<file path="config.mk">
export PLATFORM = sky130hd
export DESIGN_NAME = lisp_serial_port
export DESIGN_NICKNAME = d
export VERILOG_FILES = /design/src/lisp_pkg.sv /design/src/lisp_shift_if.sv /design/src/lisp_rate_div.sv /design/src/lisp_serial_port.sv
export SDC_FILE = /design/constraint.sdc
export NUM_CORES = 1
export LEC_CHECK = 0
export CAP_MARGIN = 30
export CORE_UTILIZATION = 50
export DETAILED_ROUTE_END_ITERATION = 12
export DONT_BUFFER_PORTS = 1
export PLACE_DENSITY_LB_ADDON = 0.1
export SYNTH_ARGS = -nofsm -noshare
export SYNTH_HDL_FRONTEND = slang
export SYNTH_HIERARCHICAL = 1
export SYNTH_SLANG_ARGS = --single-unit
export TNS_END_PERCENT = 10
</file>
<file path="constraint.sdc">
create_clock -name clk_sys_i -period 2.95 [get_ports clk_sys_i]
set_input_delay 0.59 -clock clk_sys_i [delete_from_list [all_inputs] [get_ports clk_sys_i]]
set_output_delay 0.59 -clock clk_sys_i [all_outputs]
set_load 0.005 [all_outputs]
</file>
<file path="src/lisp_pkg.sv">
// Constants and types shared by the line interface serial port files
`default_nettype none
package lisp_pkg;
  // Register offsets on the processor port
  localparam logic [7:0] LISP_OFS_COMMAND = 8'h22;
  localparam logic [7:0] LISP_OFS_PAYLOAD = 8'h23;
  localparam logic [7:0] LISP_OFS_STATUS = 8'h24;
  localparam logic [7:0] LISP_OFS_SETUP = 8'h25;
  // Field positions
  localparam int LISP_DIR_BIT = 0;
  localparam int LISP_DONE_BIT = 0;
  localparam int LISP_IER_BIT = 0;
  localparam int LISP_RATE_BIT = 6;
  localparam int LISP_CS_BIT = 7;
  // Values after reset
  localparam logic [7:0] LISP_COMMAND_RST = 8'h00;
  localparam logic [7:0] LISP_PAYLOAD_RST = 8'h00;
  localparam logic [7:0] LISP_SETUP_RST = 8'h00;
  // Frame shape: control byte then data byte
  localparam logic [3:0] LISP_LAST_BIT = 4'hf;
  localparam logic [3:0] LISP_FIRST_DATA_BIT = 4'h8;
  // Serial clock rates and the half periods derived from them
  localparam longint LISP_CLK_HZ = 250000000;
  localparam longint LISP_SLOW_HZ = 1024000;
  localparam longint LISP_FAST_HZ = 8192000;
  localparam logic [7:0] LISP_HALF_SLOW_CYC =
    8'(LISP_CLK_HZ / (2 * LISP_SLOW_HZ));
  localparam logic [7:0] LISP_HALF_FAST_CYC =
    8'(LISP_CLK_HZ / (2 * LISP_FAST_HZ));
  // Transfer sequencer states
  typedef enum logic {LISP_IDLE, LISP_SHIFT} lisp_state_t;
endpackage : lisp_pkg
`default_nettype wire

</file>
<file path="src/lisp_shift_if.sv">
// Link between the transfer sequencer and the serial clock divider
`timescale 1ns/10ps
`default_nettype none
interface lisp_shift_if;
  logic run;
  logic fast;
  logic sclk;
  logic rise;
  logic fall;
  modport div (input run, input fast, output sclk, output rise,
    output fall);
  modport ctl (output run, output fast, input sclk, input rise,
    input fall);
endinterface : lisp_shift_if
`default_nettype wire
</file>
<file path="src/lisp_rate_div.sv">
// Serial clock divider with edge pulses for the sequencer
`timescale 1ns/10ps
`default_nettype none
module lisp_rate_div (
  input wire logic clk_sys_i,
  input wire logic rst_i,
  lisp_shift_if.div lnk
);
  import lisp_pkg::*;
  logic [7:0] cnt;
  logic sclk;
  logic rise;
  logic fall;
  wire [7:0] half = lnk.fast ? LISP_HALF_FAST_CYC : LISP_HALF_SLOW_CYC;
  wire wrap = (cnt == half - 8'h01);

  // Idles low and restarts from zero so every frame opens the same way
  always_ff @(posedge clk_sys_i) begin
    if (rst_i || !lnk.run) begin
      cnt <= 8'h00;
      sclk <= 1'b0;
      rise <= 1'b0;
      fall <= 1'b0;
    end else begin
      cnt <= wrap ? 8'h00 : cnt + 8'h01; // [RQ12]
      sclk <= wrap ? ~sclk : sclk; // [RQ14]
      rise <= wrap && !sclk;
      fall <= wrap && sclk;
    end
  end

  assign lnk.sclk = sclk;
  assign lnk.rise = rise;
  assign lnk.fall = fall;
endmodule : lisp_rate_div
`default_nettype wire

</file>
<file path="src/lisp_serial_port.sv">
// Serial master toward the line interface unit, with its registers
//
// Functional notes
// RQ1 - Command register write starts one transaction
// RQ2 - Write sends control byte then data byte
// RQ3 - Read sends control byte, stores returned byte
// RQ4 - Direction bit first, data bytes LSB first
// RQ5 - Command bit 0: 0 write, 1 read
// RQ6 - Command bits 7..1 hold remote register index
// RQ7 - Complete flag reads clear while busy
// RQ8 - Finish sets flag; interrupt only if enabled
// RQ9 - Reading status clears the complete flag
// RQ10 - Clearing the flag withdraws the interrupt
// RQ11 - Setup bit 7 picks which select goes low
// RQ12 - Setup bit 6 picks 1.024 or 8.192 MHz; divider gives 244 or 30 cycle periods, 1.025 or 8.333 MHz
// RQ13 - Setup bit 0 enables the completion interrupt
// RQ14 - Select low and clock running only during transfer
// RQ15 - Remote captures bits, returns read data clocked
`timescale 1ns/10ps
`default_nettype none
module lisp_serial_port (
  input wire logic clk_sys_i,
  input wire logic rst_i,
  input wire logic [7:0] cpu_addr_i,
  input wire logic cpu_wr_i,
  input wire logic cpu_rd_i,
  input wire logic [7:0] cpu_wdata_i,
  output logic [7:0] cpu_rdata_o,
  output logic serial_clk_o,
  output logic serial_dout_o,
  input wire logic serial_din_i,
  output logic first_target_select_n_o,
  output logic second_target_select_n_o,
  output logic irq_out_n_o
);
  import lisp_pkg::*;

  lisp_state_t state;
  lisp_state_t next_state;
  logic [7:0] serial_command;
  logic [7:0] serial_payload;
  logic [7:0] serial_port_setup;
  logic [7:0] rx_shift;
  logic [7:0] rdata;
  logic [15:0] tx_shift;
  logic [3:0] bit_cnt;
  logic transfer_complete;
  logic next_complete;
  logic is_read;
  logic fast_lat;
  logic cs1_n;
  logic cs2_n;
  logic irq_n;
  logic din_meta;
  logic din_sync;

  lisp_shift_if shift_bus ();

  lisp_rate_div u_div (
    .clk_sys_i(clk_sys_i),
    .rst_i(rst_i),
    .lnk(shift_bus.div)
  );

  // Processor port decode
  wire wr_cmd = cpu_wr_i && (cpu_addr_i == LISP_OFS_COMMAND);
  wire wr_pay = cpu_wr_i && (cpu_addr_i == LISP_OFS_PAYLOAD);
  wire wr_setup = cpu_wr_i && (cpu_addr_i == LISP_OFS_SETUP);
  wire rd_stat = cpu_rd_i && (cpu_addr_i == LISP_OFS_STATUS);
  wire [7:0] status_word = {7'h00, transfer_complete};
  wire [7:0] rd_word =
    (cpu_addr_i == LISP_OFS_COMMAND) ? serial_command :
    (cpu_addr_i == LISP_OFS_PAYLOAD) ? serial_payload :
    (cpu_addr_i == LISP_OFS_STATUS) ? status_word :
    (cpu_addr_i == LISP_OFS_SETUP) ? serial_port_setup : 8'h00;

  // Sequencing terms; command writes during a frame are ignored
  wire busy = (state == LISP_SHIFT);
  wire start = wr_cmd && !busy; // [RQ1]
  wire last_fall = busy && shift_bus.fall && (bit_cnt == LISP_LAST_BIT);
  wire data_phase = (bit_cnt >= LISP_FIRST_DATA_BIT);
  wire ier = serial_port_setup[LISP_IER_BIT];
  wire [15:0] tx_load = cpu_wdata_i[LISP_DIR_BIT] ?
    {8'h00, cpu_wdata_i} : {serial_payload, cpu_wdata_i}; // [RQ2] [RQ3]

  assign shift_bus.run = busy; // [RQ14]
  assign shift_bus.fast = fast_lat;

  // Finishing beats a same-cycle status read so no completion is lost
  assign next_complete = start ? 1'b0 : // [RQ7]
    last_fall ? 1'b1 : // [RQ8]
    rd_stat ? 1'b0 : transfer_complete; // [RQ9]
  assign next_state = start ? LISP_SHIFT :
    last_fall ? LISP_IDLE : state;

  // Input pin passes two flops before anything looks at it
  always_ff @(posedge clk_sys_i) begin
    din_meta <= serial_din_i;
    din_sync <= din_meta;
  end

  // Sequencer state and completion flag
  always_ff @(posedge clk_sys_i) begin
    if (rst_i) begin
      state <= LISP_IDLE;
      transfer_complete <= 1'b0;
    end else begin
      state <= next_state;
      transfer_complete <= next_complete;
    end
  end

  // Command and setup registers; index and direction latched per frame
  always_ff @(posedge clk_sys_i) begin
    if (rst_i) begin
      serial_command <= LISP_COMMAND_RST;
      serial_port_setup <= LISP_SETUP_RST;
    end else begin
      if (start) begin
        serial_command <= cpu_wdata_i; // [RQ5] [RQ6]
      end
      if (wr_setup) begin
        serial_port_setup <= cpu_wdata_i;
      end
    end
  end

  // Payload holds write data, or the byte returned by a read
  always_ff @(posedge clk_sys_i) begin
    if (rst_i) begin
      serial_payload <= LISP_PAYLOAD_RST;
    end else if (last_fall && is_read) begin
      serial_payload <= rx_shift; // [RQ3]
    end else if (wr_pay && !busy) begin
      serial_payload <= cpu_wdata_i;
    end
  end

  // Frame setup: select, rate and direction frozen for the whole frame
  always_ff @(posedge clk_sys_i) begin
    if (rst_i) begin
      cs1_n <= 1'b1;
      cs2_n <= 1'b1;
      fast_lat <= 1'b0;
      is_read <= 1'b0;
    end else if (start) begin
      cs1_n <= serial_port_setup[LISP_CS_BIT]; // [RQ11] [RQ14]
      cs2_n <= !serial_port_setup[LISP_CS_BIT]; // [RQ11]
      fast_lat <= serial_port_setup[LISP_RATE_BIT]; // [RQ12]
      is_read <= cpu_wdata_i[LISP_DIR_BIT]; // [RQ5]
    end else if (last_fall) begin
      cs1_n <= 1'b1; // [RQ14]
      cs2_n <= 1'b1;
    end
  end

  // Transmit: new bit after each falling edge, remote samples on rise
  always_ff @(posedge clk_sys_i) begin
    if (rst_i) begin
      tx_shift <= 16'h0000;
      bit_cnt <= 4'h0;
    end else if (start) begin
      tx_shift <= tx_load; // [RQ4]
      bit_cnt <= 4'h0;
    end else if (busy && shift_bus.fall) begin
      tx_shift <= {1'b0, tx_shift[15:1]}; // [RQ4] [RQ15]
      bit_cnt <= bit_cnt + 4'h1;
    end
  end

  // Receive: sample on each rising edge of the data half, LSB first
  always_ff @(posedge clk_sys_i) begin
    if (rst_i) begin
      rx_shift <= 8'h00;
    end else if (busy && is_read && data_phase && shift_bus.rise) begin
      rx_shift <= {din_sync, rx_shift[7:1]}; // [RQ4] [RQ15]
    end
  end

  // Interrupt follows the next flag value so clearing drops it promptly
  always_ff @(posedge clk_sys_i) begin
    if (rst_i) begin
      irq_n <= 1'b1;
    end else begin
      irq_n <= !(next_complete && ier); // [RQ8] [RQ10] [RQ13]
    end
  end

  // Read data port holds its last value between reads
  always_ff @(posedge clk_sys_i) begin
    if (rst_i) begin
      rdata <= 8'h00;
    end else if (cpu_rd_i) begin
      rdata <= rd_word;
    end
  end

  assign cpu_rdata_o = rdata;
  assign serial_clk_o = shift_bus.sclk;
  assign serial_dout_o = tx_shift[0];
  assign first_target_select_n_o = cs1_n;
  assign second_target_select_n_o = cs2_n;
  assign irq_out_n_o = irq_n;
endmodule : lisp_serial_port
`default_nettype wire

</file>
==> out/qor.txt, run 1 <==
Result of the run: finished clean
Initial core utilization: 52.0%
Via count: 2,539
Final setup violating endpoints: 0
Slew headroom: 48.3%
Residual DRC: 0
Dominant cell by count in the synthesized netlist: dfxtp_1
Non-filler cells, final: 448
Worst Path Arrival: 2.37 ns
Startpoint of the most critical register-to-register path: busy$_SDFFE_PP0P_
Average instance area after synthesis: 8.92 um2
Count of filler cells inserted in the layout: 576
Number of antenna violations at the first check in global routing: 0
Fmax: 466 MHz
Total area of multi-input combinational cells: 1620 um2
Sum of net half-perimeters after detailed placement: 5160 um
Top cell type by total area after synthesis: dfxtp_1
Aggregate negative setup slack: 0 ns
Mapped Cells: 370
Main area contributors after synthesis: dfxtp_1, nand2_1, mux2i_1
Core region area: 6350 um2
Number of antenna cells inserted: 0
Count of input and output buffers: 0
Area Growth Syn to Fin: 9.44%
Placer Congestion: 0.802
Setup slack on the worst flop-to-flop path: 1.03 ns
Fin Clk Skew: 0.0117 ns
Share of synthesized area occupied by flip-flops and latches: 47.9%
Clock root buffer: clkbuf_8
Max Buffers Root-to-Sink: 2
Final wirelength: 7400 um
Vias in the first global route: 2,451
Final period util: 72.8%
Cell leakage power: 1.20 nW
FF/Latch Area: 1580 um2
Sink Count: 79
Wire length of the first global-routing pass: 12,400 um
Source-to-sink clock delay at the later pin of the worst-skew pair: 0.35 ns
Capture point of the critical path: tx_shift[2]$_SDFFE_PP0P_
Overflow left after global routing: 0
Depth of the critical timing path with buffers and inverters included: 5
Gr usage total: 22.9%
Ports: 34
Yosys warning total: 6
CP bufs+invs: 1
Share of post-route cells with drive strength above 1: 8.36%
Required time reported for the critical path endpoint: 3.18 ns
Sequence of cells on the critical path: or4b_4 > or4_1 > buf_4 > nand3_1 > a31oi_1
Register bit count reported by yosys: 79
Crit-path max FO: 15
DP Cell Count: 432
R2r worst-path depth: 5
Critical Path Start: cpu_addr_i[4]
Antenna violation net count after detailed routing: 0
Post-route setup slack: 0.802 ns
Most instantiated cells after synthesis: dfxtp_1, nand2_1, nor2_1
Hold Startpoint: serial_din_i
Width of the chip: 83.3 um
Number of gates given a new drive strength after cts: 0
Most used flip-flop cell after synthesis: dfxtp_1
Full die area: 6930 um2
Max-capacitance violation count: 0
Critical register-to-register path endpoint: serial_payload[5]$_SDFFE_PP0P_
Max stage delay cell, worst path: or4_1
Pre-CTS setup slack: 0.468 ns
Post-synthesis async set-or-reset flop share: 0%
Clock-pin slew of the registers on the worst-case setup and hold paths: 0.08 ns
Transition time at the pin with the least slew margin: 0.770 ns
Startpoint types: input port
Hold Vio Cnt, Final: 0
Count of different cell masters after synthesis: 48
Number of flops mapped to enable cells by yosys: 0
Pin count of the biggest net entering global routing: 51
Total setup buffers inserted after CTS: 0
First-pass iteration count of the detailed router: 4
Post-cts hold buffer count: 0
Delay contributed by the slowest stage of the critical path: 0.70 ns
Die height: 83.3 um
Mean routed wirelength per cell: 16.5 um
Crit path time final: 2.15 ns
Fin nets: 390
Post-Syn Nets: 394
Setup repair after global routing missed its margin: no
CTS tree: done
Standard-cell rows: 29
Total clock buffers created by CTS: 9
Fraction of synthesized cell area taken by the top area cell type: 47.9%
Ratio of routed vias to standard cells: 5.67
Number of DRC markers in iteration 0: 110
Class of the most critical setup path: in -> reg
Power density of the placed cells: 574 nW/um2
Type of the most critical hold path: in -> reg
Pins over their slew limit: 0
H-tree levels: 3
Critical Path End Type: flip-flop
Critical path's top delay family: simple AND/OR/NAND/NOR gates
Cell Area, Synth: 3300 um2
Max VDD drop: 346 uV
cell type report:
type                            instances  area share (%)
Timing Repair Buffer                    6            1.25
Inverter                                7           0.727
Sequential cell                        79            43.8
Clock inverter                          5            2.87
Clock buffer                           11            3.91
Multi-Input combinational cell        263            44.8
Tap cell                               77            2.67
routing by layer:
layer / vias to the layer above / share of wire, % / track usage, %
met5: - / 0 / 0
met4: 0 / 1.4 / 9.56
met3: 11 / 5.2 / 5.57
met2: 50 / 45 / 35.2
met1: 1200 / 48 / 30.6
li1: 1278 / - / -
stage by stage:
step / area, um2 / power (mW) / util (%) / hold WS (ns)
6_report: 3610 / 2.08 / 56.9 / 0.259
3_3_place_gp: 3370 / 1.12 / 53.0 / 0.318
5_1_grt: 3610 / 2.14 / 56.9 / 0.234
3_5_place_dp: 3370 / 1.12 / 53.0 / 0.320
2_1_floorplan: 3300 / 1.12 / - / 0.310
4_1_cts: 3610 / 2.10 / 56.9 / 0.244
worst min path at each step:
stage | cells after the start | end | slack, ns
3_5_place_dp | 0 | din_sync$_DFF_P_ | 0.32
3_3_place_gp | 0 | din_sync$_DFF_P_ | 0.32
6_report | 0 | din_meta$_DFF_P_ | 0.26
5_1_grt | 0 | din_meta$_DFF_P_ | 0.23
2_1_floorplan | 0 | din_sync$_DFF_P_ | 0.31
4_1_cts | 0 | din_meta$_DFF_P_ | 0.24
power by group:
| group | switching, mW | internal [mW] | total (mW) |
|---|---|---|---|
| sequential | 0.00103 | 1.07 | 1.07 |
| combinational | 0.0154 | 0.00988 | 0.0253 |
| clock | 0.394 | 0.587 | 0.981 |
layout by cell type, fill, tap and decap left out, types with 10 or more instances in the layout:
| cell | n |
|---|---|
| a21oi_1 | 21 |
| nand2_1 | 67 |
| mux2i_1 | 24 |
| nand3_1 | 13 |
| dfxtp_1 | 79 |
| clkbuf_8 | 10 |
| nor2_1 | 37 |
worst reg2reg max path, delay by kind of cell, from the launching register on:
family	cells	cell delay [ns]
and+or+nand+nor	3	0.84
DFF	1	0.63
buffers and inverters	1	0.26
AOI/OAI and AO/OA	1	0.08
state kept, by name, indices dropped and copies added (netlist names), 4 cells and up:
| name | cells |
|---|---|
| cpu_rdata_o | 8 |
| serial_payload | 8 |
| u_div/cnt | 8 |
| bit_cnt | 4 |
| rx_shift | 8 |
| tx_shift | 16 |
| serial_command | 8 |
| serial_port_setup | 8 |
kinds of logic (layout without fill, tap and decap cells):
logic type,Yosys count,count (layout),synth area share (%)
adder cells (fa/ha/maj),3,3,1.14
buffers and inverters,28,29,3.49
XOR/XNOR,10,10,2.65
multiplexers,24,24,7.28
flip-flops,79,79,47.9
AND/OR/NAND/NOR,149,149,22.2
AO/OA/AOI/OAI,77,77,15.4
(Power assumes the default switching activity.)
==> inputs of run 2 (changes only) <==
==> constraint.sdc (replaced) <==
create_clock -name clk_sys_i -period 1.8 [get_ports clk_sys_i]
set_input_delay 0.36 -clock clk_sys_i [delete_from_list [all_inputs] [get_ports clk_sys_i]]
set_output_delay 0.36 -clock clk_sys_i [all_outputs]
set_load 0.005 [all_outputs]
==> out/qor.txt, run 2 (same netlist as run 1, synthesis figures left out) <==
Overflow left after global routing: 0
Worst hold path cell count: 0
Ports: 34
Total clock buffers created by CTS: 9
Width of the chip: 83.3 um
Flip-flop count of the largest register, all copies and words added: 16
Placement Cell Area: 3480 um2
Startpoint of the most critical register-to-register path: busy$_SDFFE_PP0P_
Critical register-to-register path endpoint: tx_shift[12]$_SDFFE_PP0P_
Clock-pin slew of the registers on the worst-case setup and hold paths: 0.08 ns
Mean routed wirelength per cell: 15.6 um
Number of DRC markers in iteration 0: 120
Final Instance Area: 3660 um2
Post-cts hold buffer count: 0
Number of gates given a new drive strength after cts: 0
Full die area: 6930 um2
Pre-CTS setup slack: -0.243 ns
Placer Congestion: 0.830
Crit path time final: 1.69 ns
Final period util: 93.6%
Hold Vio Cnt, Final: 0
Pins over their slew limit: 0
Number of antenna violations at the first check in global routing: 0
Wire length of the first global-routing pass: 11,700 um
Power density of the placed cells: 823 nW/um2
Max VDD drop: 502 uV
R2r worst-path depth: 4
Ratio of routed vias to standard cells: 5.51
Worst Path Arrival: 1.94 ns
Startpoint types: input port
H-tree levels: 3
Gr usage total: 21.7%
Max-capacitance violation count: 0
Hold Path Sink: din_meta$_DFF_P_
Hold Startpoint: serial_din_i
Setup repair after global routing missed its margin: no
Standard-cell rows: 29
Sum of net half-perimeters after detailed placement: 5180 um
First-pass iteration count of the detailed router: 4
Source-to-sink clock delay at the later pin of the worst-skew pair: 0.35 ns
Fin Clk Skew: 0.0101 ns
Number of antenna cells inserted: 0
Max Buffers Root-to-Sink: 2
Class of the most critical setup path: in -> reg
Sink Count: 79
Critical Path End Type: flip-flop
CTS tree: done
Initial core utilization: 52.0%
Core region area: 6350 um2
Post-route setup slack: 0.114 ns
Fin nets: 403
Die height: 83.3 um
Aggregate negative setup slack: 0 ns
Total setup buffers inserted after CTS: 0
Pin count of the biggest net entering global routing: 51
Final setup violating endpoints: 0
Result of the run: finished clean
Residual DRC: 0
Clock root buffer: clkbuf_8
Setup slack on the worst flop-to-flop path: 0.32 ns
Register with the highest flop count: tx_shift
Post-route worst hold slack: 0.0379 ns
Commonest cells after routing, fill and taps aside: dfxtp_1, nand2_1, nor2_1
Type of the most critical hold path: in -> reg
Via count: 2,541
Most frequent standard cell in the layout excluding fill and tap cells: dfxtp_1
Required time reported for the critical path endpoint: 2.05 ns
Transition time at the pin with the least slew margin: 0.579 ns
Final wirelength: 7170 um
Share of post-route cells with drive strength above 1: 11.7%
Slew headroom: 61.3%
Antenna violation net count after detailed routing: 0
Fmax: 593 MHz
Vias in the first global route: 2,360
Count of input and output buffers: 0
Core Util, Final: 57.7%
Crit-path max FO: 6
Cell leakage power: 1.22 nW
Area Growth Syn to Fin: 10.9%
-- run 2: cell count changes in the layout (fill, tap and decap cells not counted), sizes merged --
cell      delta
buf         +13
clkinvlp     +3
inv          -1
bufinv       -3
clkinv       +1
-- run 2: cell type report --
| class | instances | area [um2] |
|---|---|---|
| Clock inverter | 5 | 32.5 |
| Sequential cell | 79 | 1580 |
| Tap cell | 77 | 96.3 |
| Clock buffer | 11 | 151 |
| Multi-Input combinational cell | 263 | 1620 |
| Fill cell | 587 | 2690 |
| Inverter | 7 | 26.3 |
| Timing Repair Buffer | 19 | 155 |
-- run 2: per-layer routing --
metal,up-vias,wire length [um],global-route usage (%)
met5,-,0,0
met4,0,174,11.1
met3,13,200,4.47
met2,42,3310,34.0
met1,1177,3480,28.4
li1,1309,-,-
-- run 2: worst max-delay path by stage --
stage          depth (start not counted)  slack [ns]                                 to          start
2_1_floorplan                          6       -0.19          tx_shift[10]$_SDFFE_PP0P_  cpu_addr_i[4]
3_3_place_gp                           6       -0.23  serial_port_setup[4]$_SDFFE_PP0P_  cpu_addr_i[4]
3_5_place_dp                           6       -0.24  serial_port_setup[2]$_SDFFE_PP0P_  cpu_addr_i[4]
4_1_cts                                6        0.14  serial_port_setup[5]$_SDFFE_PP0P_  cpu_addr_i[4]
5_1_grt                                6       0.007  serial_port_setup[4]$_SDFFE_PP0P_  cpu_addr_i[4]
6_report                               6        0.11  serial_port_setup[5]$_SDFFE_PP0P_  cpu_addr_i[4]
-- run 2: through the flow --
stage | power [mW] | instances
final | 3.02 | 461
after global routing | 3.12 | 461
after CTS | 3.05 | 461
after detailed placement | 1.84 | 445
after global placement | 1.84 | 445
after floorplan | 1.84 | 370
-- run 2: power breakdown --
part	internal [mW]	leakage [nW]	switching (mW)
clock network	0.571	0.0873	0.645
registers	1.75	0.637	0.00148
logic	0.0225	0.500	0.0266
-- run 2: critical path: stages --
cell and delay [ns]:
or4b_4 0.56, buf_4 0.16, nor4bb_2 0.37, buf_4 0.25, mux2i_1 0.20, nor2_1 0.05
